File: src/ovr_pkg.sv
// Overview of operation
// - dual mode rising edge, single both edges
// - negative input higher gives negative code
// - codes span -2048 to +2047 signed
// - compare upper 8 bits of magnitude
// - 11-bit magnitude, most negative saturates
// - same thresholds for both channels
// - flag set when magnitude meets threshold
// - index zero channel a, index one channel b
// - pulse length 8 to 1024 cycles
// - complex: I gets upper, Q lower
// - real: even gets upper, odd lower
// - window 2^(n+1) real, 2^n complex
// - embedded bit high on any hit
// - calibration foreground halts, background samples
package ovr_pkg;
	// ----------------------------------------
	// widths
	// ----------------------------------------
	localparam int SAMPLE_W = 12;
	localparam int MAG_W = 11;
	localparam int THR_W = 8;
	localparam int SEL_W = 3;
	localparam int DEC_W = 16;
	localparam int CNT_W = 11;
	localparam int WIN_W = 9;
	localparam int MODE_W = 5;
	localparam int CAL_W = 8;

	// ----------------------------------------
	// codes and counts
	// ----------------------------------------
	localparam logic [SAMPLE_W-1:0] SAMPLE_MIN = 12'h800;
	localparam logic [SAMPLE_W-1:0] SAMPLE_ONE = 12'h001;
	localparam logic [MAG_W-1:0] MAG_MAX = 11'h7ff;
	localparam int CMP_LSB = 3;
	localparam logic [CNT_W-1:0] BASE_PULSE = 11'h008;
	localparam logic [CNT_W-1:0] CNT_ONE = 11'h001;
	localparam logic [WIN_W-1:0] BASE_WIN = 9'h001;
	localparam logic [MODE_W-1:0] MODE_REAL = 5'h09;
	localparam logic [MODE_W-1:0] MODE_CPLX_LO = 5'h0a;
	localparam logic [MODE_W-1:0] MODE_CPLX_HI = 5'h10;
	localparam logic [MODE_W-1:0] MODE_CPLX_SKIP = 5'h0c;

	// ----------------------------------------
	// reset values
	// ----------------------------------------
	localparam logic [THR_W-1:0] UPPER_THR_RST = 8'he4;
	localparam logic [THR_W-1:0] LOWER_THR_RST = 8'h40;
	localparam logic [SEL_W-1:0] SEL_RST = 3'h0;

	// ----------------------------------------
	// calibration timing
	// ----------------------------------------
	localparam int CAL_TIME_NS = 6400;
	localparam int CLK_PERIOD_NS = 100;
	localparam int CAL_CYCLES_INT = CAL_TIME_NS / CLK_PERIOD_NS;
	localparam logic [CAL_W-1:0] CAL_CYCLES = CAL_W'(CAL_CYCLES_INT);
	localparam logic [CAL_W-1:0] CAL_ONE = 8'h01;

	typedef enum logic [1:0]
	{
		CAL_IDLE = 2'b00,
		CAL_FG = 2'b01,
		CAL_BG = 2'b10
	} cal_state_t;
endpackage : ovr_pkg

File: src/ovr_chan_if.sv
`timescale 1ns/1ps
// one channel's sample stream and its threshold hits
interface ovr_chan_if;
	logic valid;
	logic [ovr_pkg::SAMPLE_W-1:0] sample;
	logic hit_upper;
	logic hit_lower;
	modport cmp (input valid, input sample, output hit_upper, output hit_lower);
	modport core (output valid, output sample, input hit_upper, input hit_lower);
endinterface : ovr_chan_if

File: src/ovr_compare.sv
`timescale 1ns/1ps
module ovr_compare
(
	input wire logic clk_i, // sampling clock
	input wire logic rst_i, // sync reset, high
	input wire logic [ovr_pkg::THR_W-1:0] upper_thr_i, // upper threshold
	input wire logic [ovr_pkg::THR_W-1:0] lower_thr_i, // lower threshold
	ovr_chan_if.cmp chan // sample in, hits out
);
	logic [ovr_pkg::SAMPLE_W-1:0] neg;
	logic [ovr_pkg::MAG_W-1:0] mag;
	logic [ovr_pkg::THR_W-1:0] top;
	logic hit_upper_reg;
	logic hit_lower_reg;

	// ----------------------------------------
	// magnitude
	// ----------------------------------------
	// negation alone would wrap the most negative code to itself
	always_comb
	begin
		neg = ovr_pkg::SAMPLE_W'(~chan.sample + ovr_pkg::SAMPLE_ONE);
		if (!chan.sample[ovr_pkg::SAMPLE_W-1])
			mag = chan.sample[ovr_pkg::MAG_W-1:0];
		else if (chan.sample == ovr_pkg::SAMPLE_MIN)
			mag = ovr_pkg::MAG_MAX;
		else
			mag = neg[ovr_pkg::MAG_W-1:0];
		top = mag[ovr_pkg::MAG_W-1:ovr_pkg::CMP_LSB];
	end

	// ----------------------------------------
	// threshold compare
	// ----------------------------------------
	// registered so the hit path has a single cycle of latency
	always_ff @(posedge clk_i)
	begin
		if (rst_i)
		begin
			hit_upper_reg <= 1'b0;
			hit_lower_reg <= 1'b0;
		end
		else
		begin
			hit_upper_reg <= chan.valid && (top >= upper_thr_i);
			hit_lower_reg <= chan.valid && (top >= lower_thr_i);
		end
	end

	assign chan.hit_upper = hit_upper_reg;
	assign chan.hit_lower = hit_lower_reg;
endmodule : ovr_compare

File: src/ovr_stretch.sv
`timescale 1ns/1ps
module ovr_stretch
(
	input wire logic clk_i, // sampling clock
	input wire logic rst_i, // sync reset, high
	input wire logic hit_i, // threshold hit this cycle
	input wire logic [ovr_pkg::SEL_W-1:0] sel_i, // pulse length select
	output logic flag_o // stretched status pin
);
	logic [ovr_pkg::CNT_W-1:0] cnt_reg;
	logic [ovr_pkg::CNT_W-1:0] len;
	logic flag_reg;

	// 8 << sel gives 8 .. 1024 cycles
	assign len = ovr_pkg::BASE_PULSE << sel_i;

	// ----------------------------------------
	// pulse counter
	// ----------------------------------------
	// every hit reloads, so the pin drops a full length after the last one
	always_ff @(posedge clk_i)
	begin
		if (rst_i)
			cnt_reg <= '0;
		else if (hit_i)
			cnt_reg <= len;
		else if (cnt_reg != '0)
			cnt_reg <= ovr_pkg::CNT_W'(cnt_reg - ovr_pkg::CNT_ONE);
	end

	// flag comes from a flop so the pin is glitch free
	always_ff @(posedge clk_i)
	begin
		if (rst_i)
			flag_reg <= 1'b0;
		else
			flag_reg <= hit_i || (cnt_reg > ovr_pkg::CNT_ONE);
	end

	assign flag_o = flag_reg;
endmodule : ovr_stretch

File: src/ovr_detector.sv
`timescale 1ns/1ps
module ovr_detector
(
	input wire logic clk_i, // sampling clock
	input wire logic rst_i, // sync reset, high
	input wire logic single_channel_i, // 1: one input, both edges
	input wire logic [11:0] chan_a_sample_i, // rising edge sample
	input wire logic [11:0] chan_b_sample_i, // b or falling edge sample
	input wire logic cfg_write_i, // load configuration
	input wire logic [7:0] upper_threshold_i, // upper threshold value
	input wire logic [7:0] lower_threshold_i, // lower threshold value
	input wire logic [2:0] pulse_length_select_i, // pulse length code
	input wire logic [4:0] link_mode_select_i, // output mode code
	input wire logic dec_valid_i, // decimated sample strobe
	input wire logic dec_is_q_i, // complex: sample is Q
	input wire logic [15:0] dec_a_sample_i, // decimated a sample
	input wire logic [15:0] dec_b_sample_i, // decimated b sample
	input wire logic cal_start_i, // start calibration pulse
	input wire logic cal_background_i, // 1: background calibration
	output logic [11:0] chan_a_data_o, // channel a code
	output logic [11:0] chan_b_data_o, // channel b code
	output logic data_valid_o, // codes valid
	output logic chan_a_upper_flag_o, // a upper status pin
	output logic chan_a_lower_flag_o, // a lower status pin
	output logic chan_b_upper_flag_o, // b upper status pin
	output logic chan_b_lower_flag_o, // b lower status pin
	output logic dec_valid_o, // decimated output strobe
	output logic [15:0] dec_a_sample_o, // a with embedded status
	output logic [15:0] dec_b_sample_o, // b with embedded status
	output logic cal_busy_o // calibration running
);
	localparam int CalN = ovr_pkg::CAL_CYCLES_INT;

	logic [ovr_pkg::THR_W-1:0] upper_thr_reg;
	logic [ovr_pkg::THR_W-1:0] lower_thr_reg;
	logic [ovr_pkg::SEL_W-1:0] sel_reg;
	ovr_pkg::cal_state_t cal_state_reg;
	logic [ovr_pkg::CAL_W-1:0] cal_cnt_reg;
	logic sampling_en;
	logic mode_real;
	logic mode_cplx;
	logic emb_on;
	logic [ovr_pkg::WIN_W-1:0] win_len;
	logic parity_reg;
	logic use_lower;
	logic [ovr_pkg::SAMPLE_W-1:0] smp [2];
	logic [ovr_pkg::DEC_W-1:0] dec_in [2];
	logic [ovr_pkg::DEC_W-1:0] dec_out [2];
	logic [ovr_pkg::SAMPLE_W-1:0] data_out [2];
	logic flag_up [2];
	logic flag_lo [2];
	logic emb_up [2];
	logic emb_lo [2];

	// ----------------------------------------
	// configuration storage
	// ----------------------------------------
	// held here so a change lands on both channels in the same cycle
	always_ff @(posedge clk_i)
	begin
		if (rst_i)
		begin
			upper_thr_reg <= ovr_pkg::UPPER_THR_RST;
			lower_thr_reg <= ovr_pkg::LOWER_THR_RST;
			sel_reg <= ovr_pkg::SEL_RST;
		end
		else if (cfg_write_i)
		begin
			upper_thr_reg <= upper_threshold_i;
			lower_thr_reg <= lower_threshold_i;
			sel_reg <= pulse_length_select_i;
		end
	end

	// ----------------------------------------
	// calibration control
	// ----------------------------------------
	// a start while busy is ignored; the running pass finishes first
	always_ff @(posedge clk_i)
	begin
		if (rst_i)
		begin
			cal_state_reg <= ovr_pkg::CAL_IDLE;
			cal_cnt_reg <= '0;
		end
		else
		begin
			case (cal_state_reg)
				ovr_pkg::CAL_IDLE:
				begin
					if (cal_start_i)
					begin
						cal_state_reg <= cal_background_i ? ovr_pkg::CAL_BG : ovr_pkg::CAL_FG;
						cal_cnt_reg <= ovr_pkg::CAL_CYCLES;
					end
				end
				ovr_pkg::CAL_FG, ovr_pkg::CAL_BG:
				begin
					if (cal_cnt_reg == ovr_pkg::CAL_ONE)
						cal_state_reg <= ovr_pkg::CAL_IDLE;
					cal_cnt_reg <= ovr_pkg::CAL_W'(cal_cnt_reg - ovr_pkg::CAL_ONE);
				end
				default:
				begin
					cal_state_reg <= ovr_pkg::CAL_IDLE;
					cal_cnt_reg <= '0;
				end
			endcase
		end
	end

	// foreground pass takes the converter offline
	assign sampling_en = (cal_state_reg != ovr_pkg::CAL_FG);
	assign cal_busy_o = (cal_state_reg != ovr_pkg::CAL_IDLE);

	// ----------------------------------------
	// mode decode
	// ----------------------------------------
	// embedding only exists in the dual-channel decimating modes
	assign mode_real = (link_mode_select_i == ovr_pkg::MODE_REAL);
	assign mode_cplx = (link_mode_select_i >= ovr_pkg::MODE_CPLX_LO)
		&& (link_mode_select_i <= ovr_pkg::MODE_CPLX_HI)
		&& (link_mode_select_i != ovr_pkg::MODE_CPLX_SKIP);
	assign emb_on = !single_channel_i && (mode_real || mode_cplx);
	// real mode window is twice the complex one for the same code
	assign win_len = mode_real ? ((ovr_pkg::BASE_WIN << sel_reg) << 1)
		: (ovr_pkg::BASE_WIN << sel_reg);

	// even / odd tracking of real decimated samples
	always_ff @(posedge clk_i)
	begin
		if (rst_i || !mode_real)
			parity_reg <= 1'b0;
		else if (dec_valid_i)
			parity_reg <= !parity_reg;
	end

	assign use_lower = mode_real ? parity_reg : dec_is_q_i;

	// lane b carries the falling edge sample in single-channel mode
	assign smp[0] = chan_a_sample_i;
	assign smp[1] = chan_b_sample_i;
	assign dec_in[0] = dec_a_sample_i;
	assign dec_in[1] = dec_b_sample_i;

	// ----------------------------------------
	// per-channel datapath
	// ----------------------------------------
	for (genvar ch = 0; ch < 2; ch++)
	begin : g_chan
		ovr_chan_if chif ();
		logic [ovr_pkg::WIN_W-1:0] win_cnt_reg;
		logic acc_up_reg;
		logic acc_lo_reg;
		logic emb_up_reg;
		logic emb_lo_reg;
		logic [ovr_pkg::SAMPLE_W-1:0] data_reg;
		logic [ovr_pkg::DEC_W-1:0] dec_reg;

		assign chif.valid = sampling_en;
		assign chif.sample = smp[ch];

		// one threshold pair shared by both channels
		ovr_compare u_cmp
		(
			.clk_i(clk_i),
			.rst_i(rst_i),
			.upper_thr_i(upper_thr_reg),
			.lower_thr_i(lower_thr_reg),
			.chan(chif.cmp)
		);

		ovr_stretch u_str_up
		(
			.clk_i(clk_i),
			.rst_i(rst_i),
			.hit_i(chif.hit_upper),
			.sel_i(sel_reg),
			.flag_o(flag_up[ch])
		);

		ovr_stretch u_str_lo
		(
			.clk_i(clk_i),
			.rst_i(rst_i),
			.hit_i(chif.hit_lower),
			.sel_i(sel_reg),
			.flag_o(flag_lo[ch])
		);

		// sample codes pass through unchanged as signed values
		always_ff @(posedge clk_i)
		begin
			if (rst_i)
				data_reg <= '0;
			else if (sampling_en)
				data_reg <= smp[ch];
		end

		// window counter, restarted by wrap or by embedding turning off, not by a length change
		always_ff @(posedge clk_i)
		begin
			if (rst_i || !emb_on)
				win_cnt_reg <= '0;
			else if (sampling_en)
			begin
				if (win_cnt_reg >= ovr_pkg::WIN_W'(win_len - ovr_pkg::BASE_WIN))
					win_cnt_reg <= '0;
				else
					win_cnt_reg <= ovr_pkg::WIN_W'(win_cnt_reg + ovr_pkg::BASE_WIN);
			end
		end

		// a hit in the closing cycle still counts toward that window
		always_ff @(posedge clk_i)
		begin
			if (rst_i || !emb_on)
			begin
				acc_up_reg <= 1'b0;
				acc_lo_reg <= 1'b0;
				emb_up_reg <= 1'b0;
				emb_lo_reg <= 1'b0;
			end
			else if (sampling_en
				&& win_cnt_reg >= ovr_pkg::WIN_W'(win_len - ovr_pkg::BASE_WIN))
			begin
				emb_up_reg <= acc_up_reg || chif.hit_upper;
				emb_lo_reg <= acc_lo_reg || chif.hit_lower;
				acc_up_reg <= 1'b0;
				acc_lo_reg <= 1'b0;
			end
			else
			begin
				acc_up_reg <= acc_up_reg || chif.hit_upper;
				acc_lo_reg <= acc_lo_reg || chif.hit_lower;
			end
		end

		// lsb replaced only while embedding is on
		always_ff @(posedge clk_i)
		begin
			if (rst_i)
				dec_reg <= '0;
			else if (dec_valid_i)
			begin
				if (emb_on)
					dec_reg <= {dec_in[ch][ovr_pkg::DEC_W-1:1],
						use_lower ? emb_lo_reg : emb_up_reg};
				else
					dec_reg <= dec_in[ch];
			end
		end

		assign emb_up[ch] = emb_up_reg;
		assign emb_lo[ch] = emb_lo_reg;
		assign data_out[ch] = data_reg;
		assign dec_out[ch] = dec_reg;
	end

	// ----------------------------------------
	// outputs
	// ----------------------------------------
	always_ff @(posedge clk_i)
	begin
		if (rst_i)
		begin
			data_valid_o <= 1'b0;
			dec_valid_o <= 1'b0;
		end
		else
		begin
			data_valid_o <= sampling_en;
			dec_valid_o <= dec_valid_i;
		end
	end

	// index zero is channel a, index one channel b
	assign chan_a_upper_flag_o = flag_up[0];
	assign chan_a_lower_flag_o = flag_lo[0];
	assign chan_b_upper_flag_o = flag_up[1];
	assign chan_b_lower_flag_o = flag_lo[1];
	assign chan_a_data_o = data_out[0];
	assign chan_b_data_o = data_out[1];
	assign dec_a_sample_o = dec_out[0];
	assign dec_b_sample_o = dec_out[1];
endmodule : ovr_detector

File: config.mk
export PLATFORM = sky130hd
export DESIGN_NAME = ovr_detector
export DESIGN_NICKNAME = d
export VERILOG_FILES = /design/src/ovr_pkg.sv /design/src/ovr_chan_if.sv /design/src/ovr_compare.sv /design/src/ovr_stretch.sv /design/src/ovr_detector.sv
export SDC_FILE = /design/constraint.sdc
export NUM_CORES = 1
export LEC_CHECK = 0
export BUFFER_PORTS_ARGS = -buffer_cell sky130_fd_sc_hd__buf_2
export CAP_MARGIN = 10
export CELL_PAD_IN_SITES_DETAIL_PLACEMENT = 1
export CELL_PAD_IN_SITES_GLOBAL_PLACEMENT = 1
export CORE_ASPECT_RATIO = 2
export CORE_UTILIZATION = 39
export DETAILED_ROUTE_END_ITERATION = 7
export GPL_TIMING_DRIVEN = 0
export PLACE_DENSITY = 0.82
export SETUP_SLACK_MARGIN = 0.4
export SLEW_MARGIN = 20
export SYNTH_ARGS = -nofsm -noshare
export SYNTH_HDL_FRONTEND = slang
export SYNTH_HIERARCHICAL = 1
export SYNTH_SLANG_ARGS = --single-unit
export TNS_END_PERCENT = 50
File: constraint.sdc
create_clock -name clk_i -period 5.2 [get_ports clk_i]
set_input_delay 1.56 -clock clk_i [delete_from_list [all_inputs] [get_ports clk_i]]
set_output_delay 1.56 -clock clk_i [all_outputs]
set_load 0.1 [all_outputs]
==> flow_metrics.env, run 1 <==
export IMPL_status="completed"
export IMPL_number_of_buffers_created_by_cts=17
export IMPL_worst_pin_slew_ns=0.966
export IMPL_start_kind="input pin"
export IMPL_drt_pass1_iterations=4
export IMPL_cellPowerDensity_nw_per_um2=443
export IMPL_slew_headroom_pct=35.5
export IMPL_hp_class="reg2reg"
export IMPL_grt_max_degree=35
export IMPL_overall_die_width_um=110
export IMPL_clk_pin_slew_worst_paths_ns=0.07
export IMPL_cts_hold_repair_buffers=0
export IMPL_timing_reg2reg_setup_slack_ns=0.86
export IMPL_timing_reg2reg_worst_path_depth=14
export IMPL_design_die_area_um2=24100
export IMPL_power_static_leakage_uw=0.00488
export IMPL_detail_route_vias_per_cell=5.58
export IMPL_core_area_um2=23100
export IMPL_layout_worst_path_cycle_share_pct=91.7
export IMPL_synth_top_cell_by_area="sky130_fd_sc_hd__dfxtp_1"
export IMPL_finish_cell_count_without_fillers=1517
export IMPL_average_cell_area_after_synthesis_um2=8.81
export IMPL_synth_lib_cells_used_distinct=75
export IMPL_ctsRootBufferMaster="sky130_fd_sc_hd__clkbuf_16"
export IMPL_timing_final_hold_violations=0
export IMPL_first_global_vias=9141
export IMPL_postSynth_asyncResetShare_pct=0
export IMPL_placement_io_buffers=149
export IMPL_cap_viol_max_count=0
export IMPL_drc_errors=0
export IMPL_antenna_found_initial=0
export IMPL_ys_top_cells_by_area="sky130_fd_sc_hd__dfxtp_1 36%, sky130_fd_sc_hd__mux2i_1 9.0%, sky130_fd_sc_hd__ha_1 7.7%, sky130_fd_sc_hd__nor2_1 6.6%, sky130_fd_sc_hd__xnor2_1 2.6%"
export IMPL_grt_usage_pct=24.3
export IMPL_worst_path_max_fanout=5
export IMPL_rsz0062_at_grt="true"
export IMPL_hpwlAfterDp_mm=21.6
export IMPL_placement_rows=79
export IMPL_drive_gt1_share_pct=21.4
export IMPL_drt_iter0_markers=298
export IMPL_finalCoreUtilization_pct=47.9
export IMPL_clkLatencyLatePin_ns=0.44
export IMPL_die_height_um=219
export IMPL_detail_route_wl_per_cell_um=18.6
export IMPL_final_antenna_net_count=0
export IMPL_post_syn_area_um2=9150
export IMPL_synth_enable_flop_cells=0
export IMPL_area_growth_pct=21.2
export IMPL_clock_tree_from_tritoncts="built"
export IMPL_routabilityCongestion=0.876
export IMPL_report_final_setup_viol=0
export IMPL_hold_ws_ns=0.473
export IMPL_list_of_most_frequent_post_synthesis_cells="166 x sky130_fd_sc_hd__dfxtp_1, 160 x sky130_fd_sc_hd__nor2_1, 82 x sky130_fd_sc_hd__mux2i_1, 62 x sky130_fd_sc_hd__inv_1, 56 x sky130_fd_sc_hd__ha_1"
export IMPL_placedInstanceArea_um2=10300
export IMPL_flop_and_latch_count_out_of_synthesis=166
export IMPL_wirelength_mm=28.2
export IMPL_clock_sinks=166
export IMPL_crit_path_end_kind="register"
export IMPL_ir_worst_vdd_uv=364
export IMPL_synthDominantCellAreaShare_pct=36.3
export IMPL_globalRouteOverflowTotal=0
export IMPL_finish_net_count=1365
export IMPL_final_period_minus_worst_setup_slack_ns=4.77
export IMPL_first_pass_grt_wire_length_mm=44.8
export IMPL_antenna_cells_inserted=0
export IMPL_cts_htree_levels=4
export IMPL_floorplan_io_pins=151
export IMPL_cell_total_after_placement=1470
export IMPL_postLayoutSetupSlackWorst_ns=0.434
export IMPL_vias=8459
export IMPL_floorplan_initialDensity_pct=39.6
export IMPL_synthesis_yosys_warnings=6
export IMPL_timing_clock_skew_ns=0.00616
export IMPL_max_freq_mhz=210
export IMPL_min_delay_path_depth=2
export IMPL_synthMostInstantiatedCell="sky130_fd_sc_hd__dfxtp_1"
export IMPL_final_max_slew_violation_count=0
export IMPL_critical_path_class="in2reg"
export IMPL_clock_tree_buffer_depth=2
export IMPL_cp_arrival_ns=5.11
export IMPL_post_route_cell_area_um2=11100
export IMPL_pre_cts_setup_slack_ns=-0.590
export IMPL_critical_path_required_ns=5.54
export IMPL_synth_net_count=1182
export IMPL_synth_sequential_area_ratio_pct=36.3
export IMPL_ys_flop_type="sky130_fd_sc_hd__dfxtp_1"
export IMPL_synthesis_instances=1038
-- worst max-delay path, cell delays in order --
cell,delay (ns)
sky130_fd_sc_hd__buf_8,0.10
sky130_fd_sc_hd__nor4b_4,0.32
sky130_fd_sc_hd__and2_4,0.19
sky130_fd_sc_hd__buf_6,0.10
sky130_fd_sc_hd__xor2_1,0.17
sky130_fd_sc_hd__nand2_1,0.09
sky130_fd_sc_hd__ha_2,0.20
sky130_fd_sc_hd__buf_8,0.13
sky130_fd_sc_hd__inv_8,0.05
sky130_fd_sc_hd__nand4_1,0.11
sky130_fd_sc_hd__a21boi_2,0.17
sky130_fd_sc_hd__a311oi_2,0.06
sky130_fd_sc_hd__ha_1,0.35
sky130_fd_sc_hd__buf_4,0.14
sky130_fd_sc_hd__nor2_4,0.04
sky130_fd_sc_hd__a211o_1,0.26
sky130_fd_sc_hd__nor4_4,0.33
sky130_fd_sc_hd__a221oi_2,0.12
sky130_fd_sc_hd__o31ai_2,0.32
sky130_fd_sc_hd__buf_6,0.22
sky130_fd_sc_hd__nor2_2,0.05
-- placed cells by master (no fill, tap or decap), types with 13 or more instances in the layout --
master and count:
sky130_fd_sc_hd__buf_2 149, sky130_fd_sc_hd__nand2_1 40, sky130_fd_sc_hd__nand4_1 13, sky130_fd_sc_hd__o211a_1 13, sky130_fd_sc_hd__nand2b_1 16, sky130_fd_sc_hd__nor4_1 16
sky130_fd_sc_hd__inv_1 61, sky130_fd_sc_hd__ha_1 55, sky130_fd_sc_hd__clkbuf_1 26, sky130_fd_sc_hd__buf_4 15, sky130_fd_sc_hd__o21ai_0 20, sky130_fd_sc_hd__mux2i_1 82
sky130_fd_sc_hd__clkbuf_16 17, sky130_fd_sc_hd__xnor2_1 27, sky130_fd_sc_hd__nor2b_1 16, sky130_fd_sc_hd__nor3_1 32, sky130_fd_sc_hd__xor2_1 23, sky130_fd_sc_hd__nor2_1 150
sky130_fd_sc_hd__a31oi_1 22, sky130_fd_sc_hd__dfxtp_1 166, sky130_fd_sc_hd__a21oi_1 46
-- final timing paths --
kind | startpoint | end
setup / recovery | link_mode_select_i[1] | g_chan[1].win_cnt_reg[5]$_SDFFE_PP0P_
setup reg to reg | sel_reg[2]$_SDFFE_PP0P_ | g_chan[1].win_cnt_reg[5]$_SDFFE_PP0P_
hold reg to reg | g_chan[1].acc_up_reg$_SDFF_PP0_ | g_chan[1].acc_up_reg$_SDFF_PP0_
hold / removal | g_chan[1].acc_up_reg$_SDFF_PP0_ | g_chan[1].acc_up_reg$_SDFF_PP0_
-- final cells by class --
type | count | area (um2)
inverters | 62 | 240
repair buffers | 164 | 872
well taps | 283 | 354
clock buffers | 19 | 443
fillers | 2861 | 12000
flip-flops and latches | 166 | 3320
clock inverters | 13 | 113
plain buffers | 44 | 226
multi-input cells | 766 | 5520
-- where the power goes --
group | switching, uW | leakage (uW) | total (uW) | internal [uW]
combinational | 1260 | 0.00324 | 2010 | 754
clock | 574 | 0.000268 | 1210 | 637
sequential | 212 | 0.00137 | 1690 | 1480
-- routing by layer --
layer / part of all wire, % / track usage, % / up-vias
met1: 35 / 22.0 / 4134
li1: - / - / 4090
met5: 0 / 0 / -
met3: 2.7 / 4.50 / 72
met2: 58 / 47.9 / 163
met4: 4.3 / 13.4 / 0
-- stage by stage --
step | TNS (ns) | total power (uW)
floorplan | 0 | 3210
global placement | -9.48 | 3620
detailed placement | -12.36 | 3680
CTS | 0 | 4930
global route | 0 | 5210
finish | 0 | 4910
-- timing repair --
action,in CTS,in global routing
pin swaps,15,25
resized for setup,21,28
gates cloned,1,1
setup buffers,5,8
setup endpoints to repair,26,26
-- kinds of logic after synthesis --
kind of cell	count (synthesis)	share of synthesized area, %
buffers and inverters	106	4.72
adder cells (fa/ha/maj)	57	7.78
AND/OR/NAND/NOR	377	21.5
XOR/XNOR	50	4.79
AO/OA/AOI/OAI	200	15.9
multiplexers	82	8.97
flip-flops	166	36.3
No activity file was read; power rests on OpenSTA's default activity.
==> run 2, diff against run 1 <==
--- a/config.mk
+++ b/config.mk
@@ -9,15 +9,14 @@
 export CAP_MARGIN = 10
 export CELL_PAD_IN_SITES_DETAIL_PLACEMENT = 1
 export CELL_PAD_IN_SITES_GLOBAL_PLACEMENT = 1
-export CORE_ASPECT_RATIO = 2
-export CORE_UTILIZATION = 39
+export CORE_UTILIZATION = 38
 export DETAILED_ROUTE_END_ITERATION = 7
 export GPL_TIMING_DRIVEN = 0
-export PLACE_DENSITY = 0.82
+export HOLD_SLACK_MARGIN = 0.06
+export PLACE_DENSITY = 0.81
 export SETUP_SLACK_MARGIN = 0.4
 export SLEW_MARGIN = 20
 export SYNTH_ARGS = -nofsm -noshare
 export SYNTH_HDL_FRONTEND = slang
-export SYNTH_HIERARCHICAL = 1
 export SYNTH_SLANG_ARGS = --single-unit
 export TNS_END_PERCENT = 50
==> run 2 against run 1 <==
Against the previous run:
- the run now ends with DRC left
- total power decreased by 0.22%
- critical path depth decreased by 4
- clock power about the same
- utilization decreased by 0.94 points
- critical path type unchanged
- highest routed layer unchanged
==> flow_metrics.env, run 2 <==
export IMPL_status="complete, but fails checks"
export IMPL_failed_checks="DRC"
export IMPL_synthMostInstantiatedCell="sky130_fd_sc_hd__nor2_1"
export IMPL_synth_simple_area_share_pct=21.7
export IMPL_placement_rows=54
export IMPL_clock_tree_from_tritoncts="built"
export IMPL_postSynth_asyncResetShare_pct=0
export IMPL_critical_path_class="in2reg"
export IMPL_antenna_cells_inserted=0
export IMPL_synth_net_count=1139
export IMPL_slew_headroom_pct=36.3
export IMPL_yosys_mux_area_fraction_pct=9.05
export IMPL_drt_pass1_iterations=6
export IMPL_die_height_um=152
export IMPL_start_kind="input pin"
export IMPL_whs_endpoint="g_chan[1].emb_up_reg$_SDFFE_PP0P_"
export IMPL_clock_tree_buffer_depth=2
export IMPL_final_setup_tns_ns=0
export IMPL_grt_max_degree=18
export IMPL_cell_total_after_placement=1421
export IMPL_report_final_setup_viol=0
export IMPL_ys_top_cells_by_area="sky130_fd_sc_hd__dfxtp_1 39%, sky130_fd_sc_hd__mux2i_1 8.8%, sky130_fd_sc_hd__ha_1 8.2%, sky130_fd_sc_hd__nor2_1 7.7%, sky130_fd_sc_hd__xor2_1 3.4%"
export IMPL_cts_htree_levels=4
export IMPL_design_die_area_um2=23100
export IMPL_synthesis_yosys_warnings=0
export IMPL_layout_cells_most_common="sky130_fd_sc_hd__nor2_1"
export IMPL_final_antenna_net_count=0
export IMPL_list_of_most_frequent_post_synthesis_cells="176 x sky130_fd_sc_hd__nor2_1, 166 x sky130_fd_sc_hd__dfxtp_1, 75 x sky130_fd_sc_hd__mux2i_1, 64 x sky130_fd_sc_hd__nand2_1, 56 x sky130_fd_sc_hd__ha_1"
export IMPL_synthDominantCellAreaShare_pct=38.9
export IMPL_timing_final_hold_violations=0
export IMPL_layout_area_seq_um2=3320
export IMPL_hp_class="reg2reg"
export IMPL_core_area_um2=22000
export IMPL_synth_compound_gate_area_share_pct=12.7
export IMPL_vias=7710
export IMPL_first_pass_grt_wire_length_mm=40.6
export IMPL_average_cell_area_after_synthesis_um2=8.59
export IMPL_max_freq_mhz=213
export IMPL_clk_pin_slew_worst_paths_ns=0.07
export IMPL_ctsRootBufferMaster="sky130_fd_sc_hd__clkbuf_16"
export IMPL_timing_reg2reg_setup_slack_ns=1.06
export IMPL_drt_iter0_markers=288
export IMPL_final_max_slew_violation_count=0
export IMPL_crit_path_end_kind="register"
export IMPL_cap_viol_max_count=0
export IMPL_synth_top_family_by_area="simple AND/OR/NAND/NOR gates"
export IMPL_critical_path_required_ns=5.52
export IMPL_synth_top_cell_by_area="sky130_fd_sc_hd__dfxtp_1"
export IMPL_wirelength_mm=25.1
export IMPL_floorplan_initialDensity_pct=38.9
export IMPL_flop_and_latch_count_out_of_synthesis=166
export IMPL_post_syn_area_um2=8550
export IMPL_power_static_leakage_uw=0.00460
export IMPL_final_period_minus_worst_setup_slack_ns=4.70
export IMPL_synth_xor_xnor_area_share_pct=5.43
export IMPL_drive_gt1_share_pct=18.7
export IMPL_cellPowerDensity_nw_per_um2=475
export IMPL_critical_path_reg2reg_endpoint="g_chan[1].emb_up_reg$_SDFFE_PP0P_"
export IMPL_detail_route_wl_per_cell_um=17.2
export IMPL_placement_io_buffers=146
export IMPL_overall_die_width_um=152
export IMPL_grt_usage_pct=22.1
export IMPL_number_of_buffers_created_by_cts=17
export IMPL_area_growth_pct=20.8
export IMPL_hpwlAfterDp_mm=18.8
export IMPL_antenna_found_initial=0
export IMPL_multi_input_comb_area_um2=4950
export IMPL_worst_pin_slew_ns=0.953
export IMPL_synth_sequential_area_ratio_pct=38.9
export IMPL_cp_arrival_ns=5.02
export IMPL_number_of_fill_cells_in_the_layout=2680
export IMPL_synth_enable_flop_cells=0
export IMPL_finish_net_count=1312
export IMPL_finish_cell_count_without_fillers=1461
export IMPL_ys_flop_type="sky130_fd_sc_hd__dfxtp_1"
export IMPL_min_delay_path_depth=2
export IMPL_synth_lib_cells_used_distinct=64
export IMPL_first_global_vias=7980
export IMPL_floorplan_io_pins=151
export IMPL_clkLatencyLatePin_ns=0.44
export IMPL_ir_worst_vdd_uv=229
export IMPL_timing_clock_skew_ns=0.00979
export IMPL_synth_adder_area_share_pct=8.46
export IMPL_drc_errors=6
export IMPL_detail_route_vias_per_cell=5.28
export IMPL_rr_startpoint="sel_reg[0]$_SDFFE_PP0P_"
export IMPL_clock_sinks=166
export IMPL_cts_hold_repair_buffers=0
export IMPL_timing_reg2reg_worst_path_depth=14
export IMPL_layout_worst_path_cycle_share_pct=90.4
export IMPL_most_common_layout_cells="176 x sky130_fd_sc_hd__nor2_1, 166 x sky130_fd_sc_hd__dfxtp_1, 146 x sky130_fd_sc_hd__buf_2"
export IMPL_rsz0062_at_grt="true"
export IMPL_globalRouteOverflowTotal=0
export IMPL_synthesis_instances=995
export IMPL_worst_path_max_fanout=6
export IMPL_routabilityCongestion=0.831
export IMPL_min_delay_start="g_chan[1].emb_up_reg$_SDFFE_PP0P_"
run 2: changes by cell type after synthesis, sizes merged, moves of 11 or more:
cell,before,now
inv,62,41
a21o,2,13
nand2,41,65
a211o,11,0
o211a,13,0
nor3,32,44
nor2,162,178
a21boi,12,0
a31oi,23,7
run 2: where the power goes:
group / internal [uW] / total, uW / switching (uW) / leakage [uW]
logic: 681 / 2010 / 1330 / 0.00297
clock network: 644 / 1240 / 592 / 0.000265
registers: 1490 / 1660 / 174 / 0.00137
total: 2810 / 4900 / 2090 / 0.00460
run 2: critical path: stages:
cell and delay [ns]:
sky130_fd_sc_hd__buf_2 0.11, sky130_fd_sc_hd__or4_4 0.57, sky130_fd_sc_hd__nor4_4 0.19, sky130_fd_sc_hd__nand2b_1 0.12, sky130_fd_sc_hd__or3_1 0.34, sky130_fd_sc_hd__or3b_1 0.36, sky130_fd_sc_hd__clkbuf_2 0.15, sky130_fd_sc_hd__and2_4 0.17
sky130_fd_sc_hd__ha_1 0.27, sky130_fd_sc_hd__nand2b_1 0.14, sky130_fd_sc_hd__a21o_1 0.18, sky130_fd_sc_hd__a21o_1 0.18, sky130_fd_sc_hd__a21o_1 0.17, sky130_fd_sc_hd__a21oi_1 0.20, sky130_fd_sc_hd__nor2b_1 0.08, sky130_fd_sc_hd__o21ai_1 0.14
sky130_fd_sc_hd__a21oi_1 0.08
run 2: cell type report:
| type | instances | share of cell area, % |
|---|---|---|
| Multi-Input combinational cell | 744 | 48.0 |
| Sequential cell | 166 | 32.2 |
| Timing Repair Buffer | 154 | 7.66 |
| Clock buffer | 18 | 4.26 |
| Tap cell | 280 | 3.39 |
| Buffer | 44 | 1.76 |
| Inverter | 41 | 1.49 |
| Clock inverter | 14 | 1.27 |
run 2: worst max-delay path by stage:
stage | slack, ns | to | startpoint
2_1_floorplan | 0.44 | g_chan[1].emb_lo_reg$_SDFFE_PP0P_ | link_mode_select_i[1]
3_3_place_gp | -0.42 | g_chan[1].emb_lo_reg$_SDFFE_PP0P_ | link_mode_select_i[1]
3_5_place_dp | -0.52 | g_chan[1].emb_up_reg$_SDFFE_PP0P_ | link_mode_select_i[1]
4_1_cts | 0.35 | g_chan[0].u_cmp.chan.hit_lower$_SDFF_PP0_ | chan_a_sample_i[0]
5_1_grt | 0.34 | g_chan[0].u_cmp.chan.hit_upper$_SDFF_PP0_ | chan_a_sample_i[0]
6_report | 0.50 | g_chan[0].u_cmp.chan.hit_lower$_SDFF_PP0_ | chan_a_sample_i[0]
run 2: logic make-up after synthesis:
family | after synthesis
compound gates | 168
xor+xnor | 53
fa+ha+maj | 58
buf+inv | 85
flops | 166
mux | 77
simple gates | 388
run 2: metrics by stage:
stage | total power [uW] | instance area [um2] | hold WS [ns] | worst slack, ns | util, %
2_1_floorplan | 3220 | 8550 | 0.436 | 0.443 | -
3_3_place_gp | 3570 | 9630 | 0.448 | -0.419 | 43.8
3_5_place_dp | 3650 | 9630 | 0.460 | -0.520 | 43.8
4_1_cts | 4920 | 10200 | 0.470 | 0.350 | 46.6
5_1_grt | 5220 | 10300 | 0.486 | 0.343 | 47.0
6_report | 4900 | 10300 | 0.471 | 0.500 | 47.0
run 2: repair_timing:
action                     4_1_cts  5_1_grt
resized for setup                3       19
pin swaps                        2        9
setup endpoints to repair       28       29
setup buffers                    3        5
run 2: layer usage:
metal,track usage [%],routed length [um],vias to the layer above
met5,0,0,-
met4,7.87,551,0
met3,4.71,1260,42
met2,39.5,12700,165
met1,26.0,10600,3709
li1,-,-,3794
